<file path="config.mk">
export PLATFORM = sky130hd
export DESIGN_NAME = adc_12bit_control
export DESIGN_NICKNAME = d
export VERILOG_FILES = /design/src/hw/adc_ctrl_pkg.sv /design/src/hw/adc_tad_clock.sv /design/src/hw/adc_12bit_control.sv
export SDC_FILE = /design/constraint.sdc
export NUM_CORES = 1
export LEC_CHECK = 0
export BUFFER_PORTS_ARGS = -buffer_cell sky130_fd_sc_hd__buf_2
export CORE_MARGIN = 2
export CORE_UTILIZATION = 64
export CTS_CLUSTER_SIZE = 8
export DETAILED_ROUTE_END_ITERATION = 8
export GPL_ROUTABILITY_DRIVEN = 0
export GPL_TIMING_DRIVEN = 0
export PLACE_DENSITY = 0.9
export SYNTH_ARGS = -nofsm -noshare
export SYNTH_HDL_FRONTEND = slang
export SYNTH_SLANG_ARGS = --single-unit
export TNS_END_PERCENT = 10
</file>
<file path="constraint.sdc">
create_clock -name mclk_i -period 7.52 [get_ports mclk_i]
set_clock_uncertainty 0.05 [all_clocks]
set_input_delay 0.376 -clock mclk_i [delete_from_list [all_inputs] [get_ports mclk_i]]
set_output_delay 0.376 -clock mclk_i [all_outputs]
set_load 0.02 [all_outputs]
</file>
<file path="src/hw/adc_ctrl_pkg.sv">
`default_nettype none
package adc_ctrl_pkg;
    // register map over the plain port
    localparam logic [2:0] ADDR_CONTROL_0 = 3'h0;
    localparam logic [2:0] ADDR_CONTROL_2 = 3'h1;
    localparam logic [2:0] ADDR_RESULT_HIGH = 3'h2;
    localparam logic [2:0] ADDR_RESULT_LOW = 3'h3;
    localparam logic [2:0] ADDR_IRQ_STATUS = 3'h4;
    localparam logic [2:0] ADDR_IRQ_MASK = 3'h5;
    // control 0 fields
    localparam int CONVERTER_ON_BIT = 0;
    localparam int START_BUSY_BIT = 1;
    localparam int CHANNEL_LSB = 2;
    // control 2 fields
    localparam int CLOCK_SEL_LSB = 0;
    localparam int ACQ_SEL_LSB = 3;
    localparam int JUSTIFY_BIT = 7;
    localparam logic [7:0] CONTROL_0_RESET = 8'h00;
    localparam logic [7:0] CONTROL_2_RESET = 8'h00;
    localparam logic [7:0] CONTROL_0_WMASK = 8'h3D;
    localparam logic [7:0] CONTROL_2_WMASK = 8'hBF;
    localparam logic [3:0] LAST_CHANNEL = 4'hC;
    localparam int RESULT_BITS = 12;
    localparam logic [4:0] CONVERT_PERIODS = 5'h0D;
    // one instruction cycle = 4 oscillator periods
    localparam int TCY_NS = 40;
    localparam int CLK_NS = 10;
    localparam int RC_DELAY_CYCLES = (TCY_NS + CLK_NS - 1) / CLK_NS;
    localparam int RC_PERIOD_NS = 2500;
    localparam int RC_HALF_CYCLES = RC_PERIOD_NS / CLK_NS / 2;
    localparam int IRQ_DONE_BIT = 0;

    typedef enum logic [4:0] {
        ST_OFF = 5'h01,
        ST_SAMPLE = 5'h02,
        ST_RC_WAIT = 5'h04,
        ST_ACQUIRE = 5'h08,
        ST_CONVERT = 5'h10
    } adc_state_t;

    typedef struct packed {
        logic [3:0] channel;
        logic sample;
        logic convert_step;
    } analog_ctl_t;
endpackage
`default_nettype wire

</file>
<file path="src/hw/adc_tad_clock.sv">
`default_nettype none
// produces one-cycle ticks, one per conversion bit period
module adc_tad_clock
    import adc_ctrl_pkg::*;
(
    input wire logic mclk_i,
    input wire logic rst_i,
    input wire logic run_i,
    input wire logic [2:0] select_i,
    output logic tick_o
);
    logic [7:0] count;
    logic [7:0] limit;

    function automatic logic [7:0] half_period(input logic [2:0] sel);
        unique case (sel)
            3'h0: half_period = 8'h01;
            3'h4: half_period = 8'h02;
            3'h1: half_period = 8'h04;
            3'h5: half_period = 8'h08;
            3'h2: half_period = 8'h10;
            3'h6: half_period = 8'h20;
            default: half_period = 8'(RC_HALF_CYCLES); // rc source
        endcase
    endfunction

    // full period in system clocks is twice the half period
    assign limit = 8'(half_period(select_i) * 2 - 1);

    always_ff @(posedge mclk_i) begin
        if (rst_i || !run_i) begin
            count <= 8'h00;
        end else if (count >= limit) begin
            count <= 8'h00;
        end else begin
            count <= count + 8'h01;
        end
    end

    assign tick_o = run_i && (count >= limit);
endmodule
`default_nettype wire

</file>
<file path="src/hw/adc_12bit_control.sv">
`default_nettype none
// How it works
// - each conversion yields a twelve-bit result from the selected input
// - ten inputs on small package, thirteen on large ones
// - four-bit channel field at control 0 bits 5..2, codes 0..12 valid
// - unimplemented channel codes still convert, giving a floating reading
// - start/busy bit reads one while converting, zero when idle
// - enable bit 0 powers the converter on, clearing it disables
// - unimplemented bits read zero: control 0 bits 7..6, control 2 bit 6
// - justify bit 7 set gives right justification, clear gives left
// - acquisition field bits 5..3 picks 0..20 bit periods
// - clock field bits 2..0 picks system divider or rc oscillator
// - rc clock source waits one instruction cycle before clocking
// - hold capacitor disconnects from the pin when conversion starts
// - nonzero acquisition code samples that long, then converts
// - zero acquisition code converts at once; zero is reset value
// - each conversion lasts thirteen bit periods
// - on completion clear busy, set done flag, resume sampling
module adc_12bit_control
    import adc_ctrl_pkg::*;
#(
    parameter int NUM_INPUTS = 13
) (
    input wire logic mclk_i,
    input wire logic rst_i,
    input wire logic [2:0] addr_i,
    input wire logic [7:0] wdata_i,
    input wire logic wr_i,
    input wire logic rd_i,
    output logic [7:0] rdata_o,
    output logic irq_o,
    output analog_ctl_t analog_o,
    output logic input_valid_o,
    input wire logic comparator_i
);
    logic [7:0] control_0;
    logic [7:0] control_2;
    logic [7:0] result_high;
    logic [7:0] result_low;
    logic irq_status;
    logic irq_mask;
    adc_state_t state;
    logic [4:0] periods;
    logic [2:0] rc_wait;
    logic [RESULT_BITS-1:0] shift;
    logic tad_tick;
    logic tad_run;
    logic start_write;
    logic done;
    logic converter_on;
    logic [3:0] channel;
    logic [4:0] acq_periods;

    function automatic logic [4:0] acq_len(input logic [2:0] code);
        unique case (code)
            3'h0: acq_len = 5'h00;
            3'h1: acq_len = 5'h02;
            3'h2: acq_len = 5'h04;
            3'h3: acq_len = 5'h06;
            3'h4: acq_len = 5'h08;
            3'h5: acq_len = 5'h0C;
            3'h6: acq_len = 5'h10;
            3'h7: acq_len = 5'h14;
        endcase
    endfunction

    function automatic logic is_rc(input logic [2:0] sel);
        is_rc = sel[1] && sel[0];
    endfunction

    assign converter_on = control_0[CONVERTER_ON_BIT];
    assign channel = control_0[CHANNEL_LSB +: 4];
    assign acq_periods = acq_len(control_2[ACQ_SEL_LSB +: 3]);
    assign start_write = wr_i && addr_i == ADDR_CONTROL_0
        && wdata_i[START_BUSY_BIT] && wdata_i[CONVERTER_ON_BIT];
    assign done = state == ST_CONVERT && tad_tick && periods == CONVERT_PERIODS - 5'h01;
    assign tad_run = state == ST_ACQUIRE || state == ST_CONVERT;

    adc_tad_clock u_tad (
        .mclk_i(mclk_i),
        .rst_i(rst_i),
        .run_i(tad_run),
        .select_i(control_2[CLOCK_SEL_LSB +: 3]),
        .tick_o(tad_tick)
    );

    // sequencer
    always_ff @(posedge mclk_i) begin
        if (rst_i) begin
            state <= ST_OFF;
            periods <= 5'h00;
            rc_wait <= 3'h0;
        end else if (!converter_on) begin
            state <= ST_OFF;
            periods <= 5'h00;
        end else begin
            unique case (state)
                ST_OFF: state <= ST_SAMPLE;
                ST_SAMPLE: begin
                    if (start_write) begin
                        periods <= 5'h00;
                        rc_wait <= 3'(RC_DELAY_CYCLES - 1);
                        if (is_rc(control_2[CLOCK_SEL_LSB +: 3])) begin
                            state <= ST_RC_WAIT;
                        end else if (acq_periods != 5'h00) begin
                            state <= ST_ACQUIRE;
                        end else begin
                            state <= ST_CONVERT;
                        end
                    end
                end
                ST_RC_WAIT: begin
                    rc_wait <= rc_wait - 3'h1;
                    if (rc_wait == 3'h0) begin
                        state <= (acq_periods != 5'h00) ? ST_ACQUIRE : ST_CONVERT;
                    end
                end
                ST_ACQUIRE: begin
                    if (tad_tick) begin
                        if (periods == acq_periods - 5'h01) begin
                            periods <= 5'h00;
                            state <= ST_CONVERT;
                        end else begin
                            periods <= periods + 5'h01;
                        end
                    end
                end
                ST_CONVERT: begin
                    if (tad_tick) begin
                        periods <= periods + 5'h01;
                        if (done) begin
                            periods <= 5'h00;
                            state <= ST_SAMPLE;
                        end
                    end
                end
                default: state <= ST_OFF;
            endcase
        end
    end

    // successive approximation: one comparator decision per bit period after the first
    always_ff @(posedge mclk_i) begin
        if (rst_i) begin
            shift <= '0;
        end else if (state == ST_CONVERT && tad_tick && periods != 5'h00) begin
            shift <= {shift[RESULT_BITS-2:0], comparator_i};
        end
    end

    // results land together only at the end of a conversion
    always_ff @(posedge mclk_i) begin
        if (rst_i) begin
            result_high <= 8'h00;
            result_low <= 8'h00;
        end else if (done) begin
            if (control_2[JUSTIFY_BIT]) begin
                result_high <= {4'h0, shift[RESULT_BITS-2:7]};
                result_low <= {shift[6:0], comparator_i};
            end else begin
                result_high <= {shift[10:3]};
                result_low <= {shift[2:0], comparator_i, 4'h0};
            end
        end
    end

    // control registers; hardware clears start/busy at completion
    always_ff @(posedge mclk_i) begin
        if (rst_i) begin
            control_0 <= CONTROL_0_RESET;
        end else begin
            if (wr_i && addr_i == ADDR_CONTROL_0) begin
                control_0 <= wdata_i & CONTROL_0_WMASK;
                // start only taken while sampling; mid-run writes keep busy only if they keep enable bit 0 set
                if (state == ST_SAMPLE && converter_on) begin
                    control_0[START_BUSY_BIT] <= start_write;
                end else begin
                    control_0[START_BUSY_BIT] <= control_0[START_BUSY_BIT]
                        && wdata_i[CONVERTER_ON_BIT] && !done;
                end
            end else if (done || !converter_on) begin
                control_0[START_BUSY_BIT] <= 1'b0;
            end
        end
    end

    always_ff @(posedge mclk_i) begin
        if (rst_i) begin
            control_2 <= CONTROL_2_RESET;
        end else if (wr_i && addr_i == ADDR_CONTROL_2) begin
            control_2 <= wdata_i & CONTROL_2_WMASK;
        end
    end

    // sticky done flag; a set in the clearing read cycle wins
    always_ff @(posedge mclk_i) begin
        if (rst_i) begin
            irq_status <= 1'b0;
            irq_mask <= 1'b0;
        end else begin
            if (done) begin
                irq_status <= 1'b1;
            end else if (rd_i && addr_i == ADDR_IRQ_STATUS) begin
                irq_status <= 1'b0;
            end
            if (wr_i && addr_i == ADDR_IRQ_MASK) begin
                irq_mask <= wdata_i[IRQ_DONE_BIT];
            end
        end
    end

    assign irq_o = irq_status && irq_mask;

    always_ff @(posedge mclk_i) begin
        if (rst_i) begin
            rdata_o <= 8'h00;
        end else if (rd_i) begin
            unique case (addr_i)
                ADDR_CONTROL_0: rdata_o <= control_0;
                ADDR_CONTROL_2: rdata_o <= control_2;
                ADDR_RESULT_HIGH: rdata_o <= result_high;
                ADDR_RESULT_LOW: rdata_o <= result_low;
                ADDR_IRQ_STATUS: rdata_o <= {7'h00, irq_status};
                ADDR_IRQ_MASK: rdata_o <= {7'h00, irq_mask};
                default: rdata_o <= 8'h00;
            endcase
        end else begin
            rdata_o <= 8'h00;
        end
    end

    // analog side: sample switch open from conversion start to its end
    always_ff @(posedge mclk_i) begin
        if (rst_i) begin
            analog_o <= '0;
            input_valid_o <= 1'b0;
        end else begin
            analog_o.channel <= channel;
            analog_o.sample <= converter_on && state != ST_CONVERT
                && !(state == ST_SAMPLE && start_write && acq_periods == 5'h00
                && !is_rc(control_2[CLOCK_SEL_LSB +: 3]));
            analog_o.convert_step <= state == ST_CONVERT && tad_tick;
            // unimplemented codes still run, reading a floating node
            // small package lacks inputs 5 to 7 but keeps 8 to 12
            input_valid_o <= (channel <= LAST_CHANNEL)
                && (NUM_INPUTS > 32'(LAST_CHANNEL) || channel < 4'h5 || channel > 4'h7);
        end
    end

    // tick count kept apart from the sequencer, for the length check
    logic [3:0] conv_ticks;
    always_ff @(posedge mclk_i) begin
        if (rst_i || state != ST_CONVERT) begin
            conv_ticks <= 4'h0;
        end else if (tad_tick) begin
            conv_ticks <= conv_ticks + 4'h1;
        end
    end

    busy_tracks_state_a: assert property (@(posedge mclk_i) disable iff (rst_i)
        state == ST_CONVERT |-> control_0[START_BUSY_BIT])
        else $error("busy low during conversion");
    done_clears_busy_a: assert property (@(posedge mclk_i) disable iff (rst_i)
        done && !wr_i |=> !control_0[START_BUSY_BIT] && irq_status)
        else $error("completion did not clear busy or set flag");
    reserved_zero_a: assert property (@(posedge mclk_i) disable iff (rst_i)
        control_0[7:6] == 2'b00 && control_2[6] == 1'b0)
        else $error("reserved bit set");
    hold_open_a: assert property (@(posedge mclk_i) disable iff (rst_i)
        state == ST_CONVERT |=> !analog_o.sample)
        else $error("sample switch closed in conversion");
    off_idles_a: assert property (@(posedge mclk_i) disable iff (rst_i)
        !converter_on |=> state == ST_OFF)
        else $error("converter ran while off");
    zero_acq_direct_a: assert property (@(posedge mclk_i) disable iff (rst_i)
        state == ST_SAMPLE && start_write && acq_periods == 5'h00
        && converter_on && !is_rc(control_2[2:0]) |=> state == ST_CONVERT)
        else $error("zero acquisition did not convert at once");
    rc_delay_a: assert property (@(posedge mclk_i) disable iff (rst_i)
        state == ST_SAMPLE && start_write && is_rc(control_2[2:0])
        && converter_on |=> state == ST_RC_WAIT [*4])
        else $error("rc start delay wrong");
    thirteen_periods_a: assert property (@(posedge mclk_i) disable iff (rst_i)
        done |-> conv_ticks == 4'hC)
        else $error("conversion length wrong");
    justify_fill_a: assert property (@(posedge mclk_i) disable iff (rst_i)
        done && control_2[JUSTIFY_BIT] && !(wr_i && addr_i == ADDR_CONTROL_2)
        |=> result_high[7:4] == 4'h0)
        else $error("right justified fill not zero");
    acq_then_convert_a: assert property (@(posedge mclk_i) disable iff (rst_i)
        state == ST_ACQUIRE ##1 state == ST_CONVERT |-> $past(tad_tick))
        else $error("acquisition ended off a bit period");
    set_wins_a: assert property (@(posedge mclk_i) disable iff (rst_i)
        done |=> irq_status)
        else $error("done flag lost against a clearing read");
    results_hold_a: assert property (@(posedge mclk_i) disable iff (rst_i)
        !done |=> $stable(result_high) && $stable(result_low))
        else $error("result changed outside completion");
    cover_done_c: cover property (@(posedge mclk_i) disable iff (rst_i) done);
    cover_acq_c: cover property (@(posedge mclk_i) disable iff (rst_i) state == ST_ACQUIRE);
    cover_rc_c: cover property (@(posedge mclk_i) disable iff (rst_i) state == ST_RC_WAIT);
    cover_right_c: cover property (@(posedge mclk_i) disable iff (rst_i)
        done && control_2[JUSTIFY_BIT]);
    cover_float_c: cover property (@(posedge mclk_i) disable iff (rst_i)
        done && !input_valid_o);
endmodule
`default_nettype wire

</file>
==> reports/qor_table.md <==
| Stage | Result | Reported |
| --- | --- | --- |
| routing | Count of nets left with antenna violations after detail routing | 0 |
| min path | Worst min-delay path startpoint | wdata_i[3] |
| synthesis | Number of synthesis warnings | 0 |
| synthesis | Average cell area after synthesis | 9.47 um^2 |
| power and ir drop | Static power due to leakage | 1.66 nW |
| clock network | H-tree levels | 3 |
| timing | Final total negative setup slack | 0 ns |
| timing | Number of max-slew violations in the final report | 0 |
| routing | Average wire per standard cell | 16.6 um |
| die | Area of the placeable core | 6280 um^2 |
| grt | Wire length of the first global-routing pass | 15.3 mm |
| placed design | Port Buffer Count | 28 |
| placed design | Worst slack after detailed placement | 4.44 ns |
| die | Die outline area | 7040 um^2 |
| power and ir drop | Pint | 0.000581 W |
| timing | Final Critical Period | 3.09 ns |
| power and ir drop | Net switching power | 0.000214 W |
| synthesis | Total nets after synthesis | 468 |
| synthesis | Fraction of registers with async set/reset | 0 |
| clock network | Number of buffers added by the clock tree synthesis step | 9 |
| finish | Synthesis-to-finish area growth | 10.6% |
| worst setup path | R2r setup slk | 4.43 ns |
| synthesis | Number of flops mapped to enable cells by yosys | 0 |
| worst setup path | Crit path arrival time | 3.28 ns |
| timing | Max transition margin | 0.509 |
| status | Run status | finished, final reports clean |
| worst setup path | Crit Path Category | flop to flop |
| power and ir drop | Switching share of power | 0.270 |
| die | Die Y | 83.9 um |
| routing | Final wirelength | 9.18 mm |
| grt | Grt met3 use | 0.0554 |
| clock network | Hold_buf cts | 0 |
| finish | Fraction of layout instances using a drive strength above 1 | 0.179 |
| finish | Filler instances | 441 |
| clock network | Number of buffers on the longest clock path | 2 |
| grt | Met2 global-route usage | 0.448 |
| min path | Endpoint, Worst Hold | control_0[3]$_SDFFE_PP0P_ |
| grt | Most congested layer reported by global routing | met2 |
| clock network | Buffers inserted during post-CTS setup optimization | 0 |
| die | Starting density of the core | 0.651 |
| worst setup path | Element type at the critical path end | flop |
| power and ir drop | Power per cell area | 176 nW/um^2 |
| grt | Global-route track usage on met1 | 0.335 |
| timing | Slew @ Worst Pin | 0.737 ns |
| clock network | Clock latency on the worst-skew pair | 0.37 ns |
| min path | Hold depth | 3 |
| die | Cell Rows | 29 |
| routing | DRC errors left | 0 |
| synthesis | Ranking of synthesized cells by area | dfxtp_1 40%, mux2i_1 11%, ha_1 6.1% |
| clock network | Post-CTS sizing | 0 |
| finish | Final net count | 507 |
| job | Number of max-capacitance violations reported | 0 |
| worst setup path | Worst path most repeated cell | ha_1 |
| worst setup path | Capturing point of the worst reg2reg path | shift[10]$_SDFFE_PP0P_ |
| worst setup path | Worst path required time | 7.71 ns |
| synthesis | Seq/Total Area, Yosys | 0.401 |
| clock network | CTS tree | built |
| synthesis | Number of library cell types mapped by synthesis | 62 |
| power and ir drop | Share of total power in combinational logic | 0.050 |
| synthesis | Top flip-flop cell by instance count after synthesis | dfxtp_1 |
| die | Width of the die | 83.9 um |
| clock network | Number of clock sinks | 82 |
| worst setup path | Category of the worst setup path launch point | flop |
| timing | Setup repair after global routing missed its margin | false |
| synthesis | Cells after Synth | 432 |
| synthesis | Flip-flop and latch count after synthesis | 82 |
| synthesis | Cell type with the largest total area after synthesis | dfxtp_1 |
| placed design | Estimated wirelength of the detail-placed design | 6.61 mm |
| routing | Via count | 3313 |
| die | Number of top-level pins | 32 |
| timing | Post-route fraction of the period consumed by the critical path | 0.411 |
| clock network | Clock tree root buffer cell | clkbuf_8 |
| grt | Via count of the first global-routing pass | 3197 |
| timing | Setup-violating endpoint count in the final report | 0 |
| worst setup path | Delay of the slowest critical-path stage | 0.45 ns |
| power and ir drop | Peak supply drop | 0.000161 V |
| worst setup path | Largest fanout on the critical path | 10 |
| grt | Antenna violations before repair | 0 |
| routing | Initial drt markers | 163 |
| worst setup path | Slowest stage cell, crit path | dfxtp_1 |
| routing | Via-to-Cell Ratio | 5.99 |
| finish | Antenna cells | 0 |
| clock network | Clk slew on worst S/H paths | 0.10 ns |
| grt | Largest net degree at the start of global routing | 18 |
| timing | Final Hold Violating Endpoints | 0 |
| timing | Peak Freq | 324 MHz |
| routing | Number of iterations in the first detailed-routing pass | 5 |
| synthesis | Area fraction of the dominant cell type after synthesis | 0.401 |
| grt | Total global-route track usage | 0.273 |
| synthesis | Post-synthesis instance area | 4090 um^2 |
| grt | Overflow after GRT | 0 |
| power and ir drop | Sequential fraction of design power | 0.552 |
| power and ir drop | Clock power frac | 0.398 |
| timing | Setup ws final | 4.43 ns |
| worst setup path | Worst r2r src | control_2[1]$_SDFFE_PP0P_ |
| worst setup path | Number of cells on the worst reg-to-reg path | 11 |
| worst setup path | Critical-path cell list | ha_1 -> a21oi_1 -> xnor2_1 -> ha_1 -> nand2_1 -> o21ai_0 -> nand3_1 -> a211oi_2 -> buf_4 -> mux2i_1 -> nor2_1 |
| min path | Worst min path class | input port to flop |
[worst max-delay path by stage]
stage	slack, ns	cells past startpoint	start	to
floorplan	4.86	12	control_2[0]$_SDFFE_PP0P_	periods[3]$_SDFFE_PP0P_
global placement	4.52	11	control_2[1]$_SDFFE_PP0P_	shift[10]$_SDFFE_PP0P_
detailed placement	4.44	12	control_2[0]$_SDFFE_PP0P_	shift[3]$_SDFFE_PP0P_
CTS	4.41	11	control_2[1]$_SDFFE_PP0P_	shift[10]$_SDFFE_PP0P_
global route	4.14	11	control_2[1]$_SDFFE_PP0P_	shift[10]$_SDFFE_PP0P_
finish	4.43	11	control_2[1]$_SDFFE_PP0P_	shift[10]$_SDFFE_PP0P_
[routing by layer]
metal  vias up  part of all wire
li1       1596                 -
met1      1574              0.43
met2       118              0.49
met3        25             0.056
met4         0             0.030
met5         -                 0
[cell usage in the layout (no fill, tap or decap), drive strengths merged, types with 7 or more instances in the layout]
cell type / Yosys / final
a211oi: 12 / 12
a21oi: 20 / 20
buf: 13 / 41
clkbuf: 10 / 19
dfxtp: 82 / 82
ha: 20 / 20
inv: 16 / 20
mux2i: 43 / 43
nand2: 29 / 29
nand3: 20 / 20
nand3b: 8 / 8
nor2: 58 / 58
nor2b: 7 / 7
nor3: 8 / 8
o21ai: 7 / 7
xnor2: 7 / 7
xor2: 7 / 7
[cells by family after synthesis]
family | synth area share
and+or+nand+nor | 0.212
DFF | 0.401
AOI/OAI and AO/OA | 0.122
muxes | 0.116
buffers and inverters | 0.0514
adders and majority gates | 0.0612
xor gates and xnor gates | 0.0355
[power groups by stage]
stage | clock [W] | combinational [W] | sequential (W)
after floorplan | 0 | 0.0000256 | 0.000449
after global placement | 0 | 0.0000381 | 0.000449
after detailed placement | 0 | 0.0000393 | 0.000449
after CTS | 0.000319 | 0.0000397 | 0.000439
after global routing | 0.000333 | 0.0000432 | 0.000439
final | 0.000317 | 0.0000400 | 0.000439
[synthesized netlist by cell type (7+ instances only)]
| cell type | n |
|---|---|
| a211oi_1 | 9 |
| a21oi_1 | 20 |
| clkbuf_1 | 10 |
| dfxtp_1 | 82 |
| ha_1 | 20 |
| inv_1 | 16 |
| mux2i_1 | 43 |
| nand2_1 | 29 |
| nand3_1 | 18 |
| nand3b_1 | 8 |
| nor2_1 | 54 |
| nor2b_1 | 7 |
| nor3_1 | 7 |
| xnor2_1 | 7 |
| xor2_1 | 7 |
[per-stage QoR]
stage	area [um^2]	hold WS, ns	std cells	util	total power (W)
after CTS	4520	0.210	553	0.720	0.000797
final	4520	0.221	553	0.720	0.000795
after detailed placement	4330	0.395	537	0.689	0.000488
after global placement	4330	0.387	537	0.689	0.000487
after floorplan	4090	0.378	432	-	0.000475
after global routing	4520	0.235	553	0.720	0.000815
[registers in the layout (all words and copies together), names as in the netlist]
name           cells
acq_periods        4
analog_o           6
control_0          6
control_2          7
input_valid_o      1
irq_mask           1
irq_status         1
periods            5
rc_wait            3
rdata_o            8
result_high        8
result_low         8
shift             11
state              5
u_tad.count        8
[area by class of cell]
cell class,instances,area (um^2),area share
plain buffers,23,150,0.0332
clock buffers,9,124,0.0274
clock inverters,7,71.3,0.0158
inverters,16,60.1,0.0133
multi-input cells,311,2240,0.495
flip-flops and latches,82,1640,0.363
well taps,77,96.3,0.0213
repair buffers,28,140,0.0310
[critical path, delay by kind of cell (launching register included)]
family / cells / cell delay (ns)
adders and majority gates: 2 / 0.66
DFF: 1 / 0.45
muxes: 1 / 0.24
and+or+nand+nor: 3 / 0.33
xor gates and xnor gates: 1 / 0.14
AOI/OAI and AO/OA: 3 / 0.81
buffers and inverters: 1 / 0.28
Note: power is estimated with default switching activity, not from simulation.
